<file path="src/verilog/gfp_pkg.sv">
// Package for the general purpose flag port: widths, reset values, structs
`default_nettype none
package gfp_pkg;
  // ==========================================
  // Widths and reset values
  localparam int unsigned GFP_NUM_PINS = 48;
  localparam int unsigned GFP_NUM_SEL = 7;
  localparam int unsigned GFP_SS_PIN = 0;        // Pin reused as slave select input
  localparam int unsigned GFP_SEL_BASE = 1;      // First pin reused as device select
  localparam logic [47:0] GFP_ZERO = 48'h0;
  localparam logic GFP_DIR_IN = 1'b0;            // Direction bit: 0 input, 1 output
  localparam logic GFP_SENS_LEVEL = 1'b0;        // Sensitivity bit: 0 level, 1 edge
  localparam logic GFP_EDGE_RISE = 1'b0;         // Edge bit: 0 rising only, 1 both

  // ==========================================
  // Software write strobes with their data word
  typedef struct packed {
    logic dir_we;
    logic set_we;
    logic clr_we;
    logic mask_set_we;
    logic mask_clr_we;
    logic sens_we;
    logic edge_we;
    logic evt_clr_we;
    logic [47:0] wdata;
  } gfp_wr_t;

  // Serial port takeover of the select pins
  typedef struct packed {
    logic ss_en;
    logic [6:0] sel_en;
    logic [6:0] sel_val;
  } gfp_spi_t;
endpackage : gfp_pkg
`default_nettype wire

</file>
<file path="src/verilog/gfp_sync.sv">
// Two-stage input synchroniser with edge detection for the flag pins
`default_nettype none
module gfp_sync
  import gfp_pkg::*;
#(
  parameter int unsigned WIDTH = 48
) (
  input wire logic sys_clk,
  input wire logic rst_n,
  input wire logic [WIDTH-1:0] pin_in,
  output logic [WIDTH-1:0] level,
  output logic [WIDTH-1:0] rise,
  output logic [WIDTH-1:0] fall
);
  logic [WIDTH-1:0] meta_q;
  logic [WIDTH-1:0] sync_q;
  logic [WIDTH-1:0] prev_q;

  // ==========================================
  // Sync stages then history register
  // two flop sync
  always_ff @(posedge sys_clk or negedge rst_n) begin
    if (!rst_n) begin
      meta_q <= '0;
      sync_q <= '0;
      prev_q <= '0;
    end else begin
      meta_q <= pin_in;
      sync_q <= meta_q;
      prev_q <= sync_q;
    end
  end

  assign level = sync_q;
  assign rise = sync_q & ~prev_q;
  assign fall = ~sync_q & prev_q;
endmodule : gfp_sync
`default_nettype wire

</file>
<file path="src/verilog/gfp_port.sv">
// General purpose flag port: 48 bidirectional pins with set/clear and interrupts
// Contract
// - Forty-eight individually controlled bidirectional flag pins.
// - Direction register, one bit per pin.
// - Write ones to set flag values.
// - Write ones to clear flag values.
// - Status read returns current pin sense.
// - Write ones to enable pin interrupts.
// - Write ones to disable pin interrupts.
// - Enabled input activity raises hardware interrupt.
// - Enabled output software change raises software interrupt.
// - Per pin level or edge sensitivity.
// - Per pin rising-only or both edges.
// - Serial port takes over select pins.
`default_nettype none
module gfp_port
  import gfp_pkg::*;
#(
  parameter int unsigned NUM_PINS = GFP_NUM_PINS
) (
  input wire logic sys_clk,
  input wire logic rst_n,
  input wire gfp_wr_t wr,
  input wire gfp_spi_t spi,
  input wire logic [NUM_PINS-1:0] flag_pin_bank_in,
  output logic [NUM_PINS-1:0] flag_pin_bank_out,
  output logic [NUM_PINS-1:0] flag_pin_bank_oe_n,
  output logic [NUM_PINS-1:0] dir_rd,
  output logic [NUM_PINS-1:0] flag_val_rd,
  output logic [NUM_PINS-1:0] flag_status,
  output logic [NUM_PINS-1:0] mask_rd,
  output logic [NUM_PINS-1:0] sens_rd,
  output logic [NUM_PINS-1:0] edge_rd,
  output logic [NUM_PINS-1:0] evt_pending,
  output logic serial_slave_select_in,
  output logic hw_irq,
  output logic sw_irq
);
  // ==========================================
  // Elaboration check
  if (NUM_PINS != GFP_NUM_PINS) begin : g_bad_width
    $error("gfp_port supports exactly 48 flag pins");
  end

  logic [NUM_PINS-1:0] dir_q, dir_d;
  logic [NUM_PINS-1:0] val_q, val_d;
  logic [NUM_PINS-1:0] mask_q, mask_d;
  logic [NUM_PINS-1:0] sens_q;
  logic [NUM_PINS-1:0] edge_q;
  logic [NUM_PINS-1:0] evt_q, evt_d;
  logic [NUM_PINS-1:0] swchg_q, swchg_d;
  logic [NUM_PINS-1:0] pin_lvl, pin_rise, pin_fall;
  logic [NUM_PINS-1:0] sel_own, sel_val, eff_dir, eff_out;
  logic [NUM_PINS-1:0] ss_force;
  logic [NUM_PINS-1:0] sense_w, edge_hit, sw_hit, lvl_req;
  logic hw_irq_q, sw_irq_q, ss_q;

  // ==========================================
  // Input synchroniser
  gfp_sync #(.WIDTH(NUM_PINS)) u_sync (
    .sys_clk(sys_clk),
    .rst_n(rst_n),
    .pin_in(flag_pin_bank_in),
    .level(pin_lvl),
    .rise(pin_rise),
    .fall(pin_fall)
  );

  // ==========================================
  // Serial port takeover map
  // select pin reuse
  genvar gi;
  generate
    for (gi = 0; gi < NUM_PINS; gi++) begin : g_sel
      if (gi >= GFP_SEL_BASE && gi < GFP_SEL_BASE + GFP_NUM_SEL) begin : g_own
        assign sel_own[gi] = spi.sel_en[gi-GFP_SEL_BASE];
        assign sel_val[gi] = spi.sel_val[gi-GFP_SEL_BASE];
        assign ss_force[gi] = 1'b0;
      end else if (gi == GFP_SS_PIN) begin : g_ss
        assign sel_own[gi] = spi.ss_en;
        assign sel_val[gi] = 1'b0;
        assign ss_force[gi] = spi.ss_en;
      end else begin : g_none
        assign sel_own[gi] = 1'b0;
        assign sel_val[gi] = 1'b0;
        assign ss_force[gi] = 1'b0;
      end
    end
  endgenerate

  // Slave select pin is forced to input while owned; select outputs forced out
  assign eff_dir = (dir_q & ~sel_own) | (sel_own & ~ss_force);
  assign eff_out = (val_q & ~sel_own) | (sel_val & sel_own);

  // ==========================================
  // Next-value decode for the direction register and the set/clear registers
  // direction write
  assign dir_d = wr.dir_we ? wr.wdata : dir_q;
  assign val_d = (val_q | (wr.set_we ? wr.wdata : GFP_ZERO)) & ~(wr.clr_we ? wr.wdata : GFP_ZERO);
  assign mask_d = (mask_q | (wr.mask_set_we ? wr.wdata : GFP_ZERO))
                  & ~(wr.mask_clr_we ? wr.wdata : GFP_ZERO);

  // ==========================================
  // Event sense per pin
  // level or edge
  assign edge_hit = sens_q & ~eff_dir & (pin_rise | (edge_q & pin_fall));
  assign lvl_req = ~sens_q & ~eff_dir & pin_lvl & mask_q;
  assign sw_hit = eff_dir & (val_d ^ val_q) & ~sel_own;
  assign evt_d = (evt_q & ~(wr.evt_clr_we ? wr.wdata : GFP_ZERO)) | edge_hit;
  assign swchg_d = (swchg_q & ~(wr.evt_clr_we ? wr.wdata : GFP_ZERO)) | sw_hit;
  // Per pin: driven value on outputs, synchronised level on inputs
  assign sense_w = (eff_dir & eff_out) | (~eff_dir & pin_lvl);

  // ==========================================
  // Control registers
  always_ff @(posedge sys_clk or negedge rst_n) begin
    if (!rst_n) begin
      dir_q <= {NUM_PINS{GFP_DIR_IN}};
      val_q <= GFP_ZERO;
      mask_q <= GFP_ZERO;
      sens_q <= {NUM_PINS{GFP_SENS_LEVEL}};
      edge_q <= {NUM_PINS{GFP_EDGE_RISE}};
    end else begin
      dir_q <= dir_d;
      val_q <= val_d;
      mask_q <= mask_d;
      if (wr.sens_we) begin
        sens_q <= wr.wdata;
      end
      if (wr.edge_we) begin
        edge_q <= wr.wdata;
      end
    end
  end

  // Event latches and interrupt outputs
  // hardware interrupt
  always_ff @(posedge sys_clk or negedge rst_n) begin
    if (!rst_n) begin
      evt_q <= GFP_ZERO;
      swchg_q <= GFP_ZERO;
      hw_irq_q <= 1'b0;
      sw_irq_q <= 1'b0;
      ss_q <= 1'b1;
    end else begin
      evt_q <= evt_d;
      swchg_q <= swchg_d;
      hw_irq_q <= |((evt_d & mask_d) | lvl_req);
      sw_irq_q <= |(swchg_d & mask_d);
      ss_q <= spi.ss_en ? pin_lvl[GFP_SS_PIN] : 1'b1;
    end
  end

  // ==========================================
  // Outputs
  // pin drive
  assign flag_pin_bank_out = eff_out;
  assign flag_pin_bank_oe_n = ~eff_dir;
  assign dir_rd = dir_q;
  assign flag_val_rd = val_q;
  assign flag_status = sense_w;
  assign mask_rd = mask_q;
  assign sens_rd = sens_q;
  assign edge_rd = edge_q;
  assign evt_pending = evt_q | swchg_q;
  assign serial_slave_select_in = ss_q;
  assign hw_irq = hw_irq_q;
  assign sw_irq = sw_irq_q;

  // ==========================================
  // Checks
  // set takes effect
  set_bits_a: assert property (@(posedge sys_clk) disable iff (!rst_n)
    wr.set_we && !wr.clr_we |=> ((val_q & $past(wr.wdata)) == $past(wr.wdata)))
    else $error("set bits not set");
  clr_bits_a: assert property (@(posedge sys_clk) disable iff (!rst_n)
    wr.clr_we |=> ((val_q & $past(wr.wdata)) == GFP_ZERO))
    else $error("clear bits not cleared");
  hold_bits_a: assert property (@(posedge sys_clk) disable iff (!rst_n)
    !wr.set_we && !wr.clr_we |=> val_q == $past(val_q))
    else $error("flags changed without write");
  mask_set_a: assert property (@(posedge sys_clk) disable iff (!rst_n)
    wr.mask_set_we && !wr.mask_clr_we |=> ((mask_q & $past(wr.wdata)) == $past(wr.wdata)))
    else $error("mask set failed");
  mask_clr_a: assert property (@(posedge sys_clk) disable iff (!rst_n)
    wr.mask_clr_we |=> ((mask_q & $past(wr.wdata)) == GFP_ZERO))
    else $error("mask clear failed");
  evt_hold_a: assert property (@(posedge sys_clk) disable iff (!rst_n)
    |evt_q && !wr.evt_clr_we |=> ((evt_q & $past(evt_q)) == $past(evt_q)))
    else $error("edge event lost");
  hw_irq_a: assert property (@(posedge sys_clk) disable iff (!rst_n)
    |(evt_q & mask_q) |-> hw_irq)
    else $error("hardware interrupt missing");
  sync_lag_a: assert property (@(posedge sys_clk) disable iff (!rst_n)
    $past(rst_n, 2) |-> ((flag_status ^ $past(flag_pin_bank_in, 2)) & ~eff_dir) == GFP_ZERO)
    else $error("input sync latency wrong");
endmodule : gfp_port
`default_nettype wire

</file>
<file path="config.mk">
export PLATFORM = sky130hd
export DESIGN_NAME = gfp_port
export DESIGN_NICKNAME = d
export VERILOG_FILES = /design/src/verilog/gfp_pkg.sv /design/src/verilog/gfp_sync.sv /design/src/verilog/gfp_port.sv
export SDC_FILE = /design/constraint.sdc
export NUM_CORES = 1
export LEC_CHECK = 0
export BUFFER_PORTS_ARGS = -buffer_cell sky130_fd_sc_hd__buf_4
export CORE_AREA = 2 2 218 220
export CTS_CLUSTER_DIAMETER = 50
export DETAILED_ROUTE_END_ITERATION = 16
export DIE_AREA = 0 0 220 222
export GPL_TIMING_DRIVEN = 0
export MAX_ROUTING_LAYER = met4
export PLACE_DENSITY = 0.77
export SLEW_MARGIN = 20
export SYNTH_ARGS = -nofsm -noshare
export SYNTH_HDL_FRONTEND = slang
export SYNTH_SLANG_ARGS = --single-unit
</file>
<file path="constraint.sdc">
create_clock -name sys_clk -period 2.6 [get_ports sys_clk]
set_input_delay 0.52 -clock sys_clk [delete_from_list [all_inputs] [get_ports sys_clk]]
set_output_delay 0.52 -clock sys_clk [all_outputs]
set_load 0.02 [all_outputs]
</file>
==> metrics.md <==
| Metric | Value |
|---|---|
| Post-synth EDFFs | 0 |
| Netlist Area Pre-Place | 0.02049 mm2 |
| Buf/Inv on CP | 0 |
| Top layer used by detailed routing | met4 |
| IO Pins | 556 |
| DR WL met2 | 40990 um |
| Reg2reg start | dir_rd[14]$_DFFE_PN0P_ |
| Reg2reg end | hw_irq$_DFF_PN0_ |
| Slew HR | 12.76% |
| Syn Inst Count | 1750 |
| Longest Clk Path Bufs | 3 |
| Clk root buf | clkbuf_16 |
| Area after DPL | 0.02534 mm2 |
| 1st-iter DRT viols | 1915 |
| Cells along the critical path | nor4bb_1 > nor4_2 > nand4_1 > nor3_1 > nand4_1 > or4_1 |
| DIE WIDTH | 220 um |
| Setup WS post-layout | -11.38 ps |
| DRC violations left | 0 |
| CP delay by family, top | simple AND/OR/NAND/NOR gates |
| Crit path depth | 6 |
| Final Setup Violations | 1 |
| DP HPWL | 63230 um |
| Gr ovfl total | 0 |
| Max stage delay on crit path | 520 ps |
| Max Fclk | 0.3829 GHz |
| Pint | 0.01551 W |
| Asr flop ratio synth | 100.0% |
| Critical path type | flop to flop |
| Maximum number of pins on one net before global-route repair | 101 |
| Main flop type after synthesis | dfrtp_1 |
| Layout area overhead | 35.64% |
| Power share of the combinational group | 24.0% |
| Met3 wire length | 7291 um |
| # diodes | 0 |
| M1 WL | 34610 um |
| Mean Syn Cell Area | 11.71 um2 |
| Wirelength per Cell | 28.50 um |
| Slowest cell on the critical path | nor4_2 |
| Vias per Instance | 5.904 |
| Hold Path Class | input pin to flop |
| Hold slack | 26.23 ps |
| Total wire length | 86220 um |
| Post-synth cell types | 46 |
| Port bufs | 522 |
| Switching Power | 0.007205 W |
| CTS tree | yes |
| Yosys warning total | 0 |
| Flop-to-flop setup slack | -10 ps |
| CTS clk-pin slew, worst paths | 60 ps |
| LEAKAGE | 12.85 nW |
| Design area | 0.02779 mm2 |
| Vias in the first global route | 17.51k |
| RSZ-0062 raised after global routing | false |
| Failing checks | setup timing |
| CP Data Arrival Time | 3090 ps |
| Highest net fanout along the worst path | 6 |
| Hold path cells | 1 |
| Most frequent CP cell | nand4_1 |
| Area share of the largest cell type after synthesis | 58.87% |
| Power Density | 817.3 mW/mm2 |
| Layout Nets | 2494 |
| Antenna violations before repair | 3 |
| Crit path to | hw_irq$_DFF_PN0_ |
| Non-filler cells, final | 3025 |
| Die height | 222 um |
| Placed cells | 2884 |
| Status | finished, violations left |
| Vias | 17.86k |
| Share of cells above drive strength 1 | 39.41% |
| Final Skew | 28.36 ps |
| CP required | 3070 ps |
| First-pass GRT wire length | 122000 um |
| Setup crit start kind | flop |
| Core area | 0.04626 mm2 |
| Seq pwr share | 39.9% |
| Clk Latency, worst-skew pair | 630 ps |
| RePlAce Congestion | 0.9244 |
| Actual slew at the worst max-slew pin | 1291 ps |
| Register area share after synthesis | 59.00% |
| Max-Cap Viols | 0 |
| Clock power frac | 36.1% |
| Cell Rows | 79 |
| Initial core utilization | 44.29% |
| Tcrit/Tclk final | 100.4% |
| Final ANT Viol Nets | 0 |
| GRT Util Overall | 35.88% |
| CTS buffer count | 55 |
| CP endpoint kind | flop |
| Commonest non-fill, non-tap cell in the layout | buf_4 |
| Post-synth top area cell | dfrtp_1 |
| H-tree depth | 2 |
| Top cells by area, synth | dfrtp_1, mux2_2, a21oi_1 |
| Final Hold Viols | 0 |
| Switching share of power | 31.72% |
| Die area | 0.04884 mm2 |
| Slew Limit Fails | 0 |
| Commonest cells after routing, fill and taps aside | buf_4, dfrtp_1, a21oi_1 |
| Pre-antenna DRT Iters | 5 |
| Launch point of the worst path | dir_rd[14]$_DFFE_PN0P_ |
| CTS sink cnt | 483 |
| Syn Nets | 1871 |
| Peak supply drop | 0.7349 mV |
| Reg2reg path depth | 6 |
| Final min period | 2611 ps |
| Flops & latches, synth | 483 |
-- sequential cells by signal (all words and copies together) (netlist names) --
signal                  flops
u_sync.meta_q              48
sw_irq                      1
u_sync.prev_q              48
serial_slave_select_in      1
hw_irq                      1
u_sync.level               48
swchg_q                    48
dir_rd                     48
evt_q                      48
flag_val_rd                48
mask_rd                    48
edge_rd                    48
sens_rd                    48
-- worst register-to-register path, stage by stage, from the launching register on --
cell,delay (ps)
dfrtp_1,490
nor4bb_1,180
nor4_2,520
nand4_1,390
nor3_1,370
nand4_1,120
or4_1,410
-- layer usage --
metal	up-vias	global-route usage [%]
met1	9146	47.19
met3	168	6.310
met2	977	55.68
li1	7568	-
met5	-	-
met4	0	13.34
-- cell type report --
cell class / instances / area, um2
plain buffers: 147 / 793.3
clock buffers: 84 / 1647
clock inverters: 18 / 274.0
fillers: 3700 / 18470
inverters: 48 / 180.2
multi-input cells: 1072 / 7594
flip-flops and latches: 483 / 12090
well taps: 607 / 759.5
repair buffers: 566 / 4454
-- worst min-delay path by stage --
stage               slack, ps                           to                         from
floorplan                 220        dir_rd[0]$_DFFE_PN0P_                        rst_n
global placement          330   u_sync.level[15]$_DFF_PN0_  u_sync.meta_q[15]$_DFF_PN0_
detailed placement        330   u_sync.level[17]$_DFF_PN0_  u_sync.meta_q[17]$_DFF_PN0_
CTS                       0.1  u_sync.meta_q[43]$_DFF_PN0_         flag_pin_bank_in[43]
global route                8  u_sync.meta_q[46]$_DFF_PN0_         flag_pin_bank_in[46]
finish                     30  u_sync.meta_q[36]$_DFF_PN0_         flag_pin_bank_in[36]
-- what timing repair did --
item	CTS	global route
setup endpoints to repair	50	2
pin swaps	0	1
hold endpoints to repair	91	0
hold buffers	39	0
gates resized for setup	28	9
setup buffers	0	0
-- power by group through the flow --
stage / registers, W / logic (W) / clock network (W)
2_1_floorplan: 0.00937 / 0.00229 / 0
3_3_place_gp: 0.00911 / 0.00520 / 0
3_5_place_dp: 0.00916 / 0.00530 / 0
4_1_cts: 0.00903 / 0.00542 / 0.00827
5_1_grt: 0.00915 / 0.00570 / 0.00863
6_report: 0.00907 / 0.00545 / 0.00820
-- per-stage QoR --
stage / setup TNS, ps / utilization [%] / total power [W] / setup slack (ps)
2_1_floorplan: 0 / - / 0.01166 / 392.5
3_3_place_gp: -1931170 / 54.40 / 0.01431 / -3950
3_5_place_dp: -59910 / 54.78 / 0.01446 / -1380
4_1_cts: 0 / 60.01 / 0.02272 / 33.59
5_1_grt: 0 / 60.07 / 0.02347 / 0.2018
6_report: -11.38 / 60.07 / 0.02271 / -11.38
-- synthesized netlist by cell type, drive strengths merged, types with 9 or more instances --
| master | instances |
|---|---|
| nand3b | 21 |
| clkbuf | 64 |
| nand2b | 32 |
| or2 | 63 |
| a21boi | 28 |
| buf | 83 |
| a21bo | 21 |
| dfrtp | 482 |
| o21a | 15 |
| a22oi | 28 |
| nor2 | 15 |
| nand2 | 157 |
| o21ai | 64 |
| inv | 48 |
| nor2b | 14 |
| a21oi | 217 |
| mux2 | 154 |
| nand4 | 44 |
| nor4 | 11 |
| mux2i | 11 |
| o311ai | 28 |
| a32o | 31 |
| nor4bb | 63 |
| a211o | 9 |
-- cells by family after synthesis --
family / Yosys count / share of synthesized area [%]
and+or+nand+nor: 443 / 12.91
AOI/OAI and AO/OA: 464 / 14.53
buffers and inverters: 195 / 4.556
DFF: 483 / 59.00
muxes: 165 / 9.002
(Power assumes the default switching activity.)
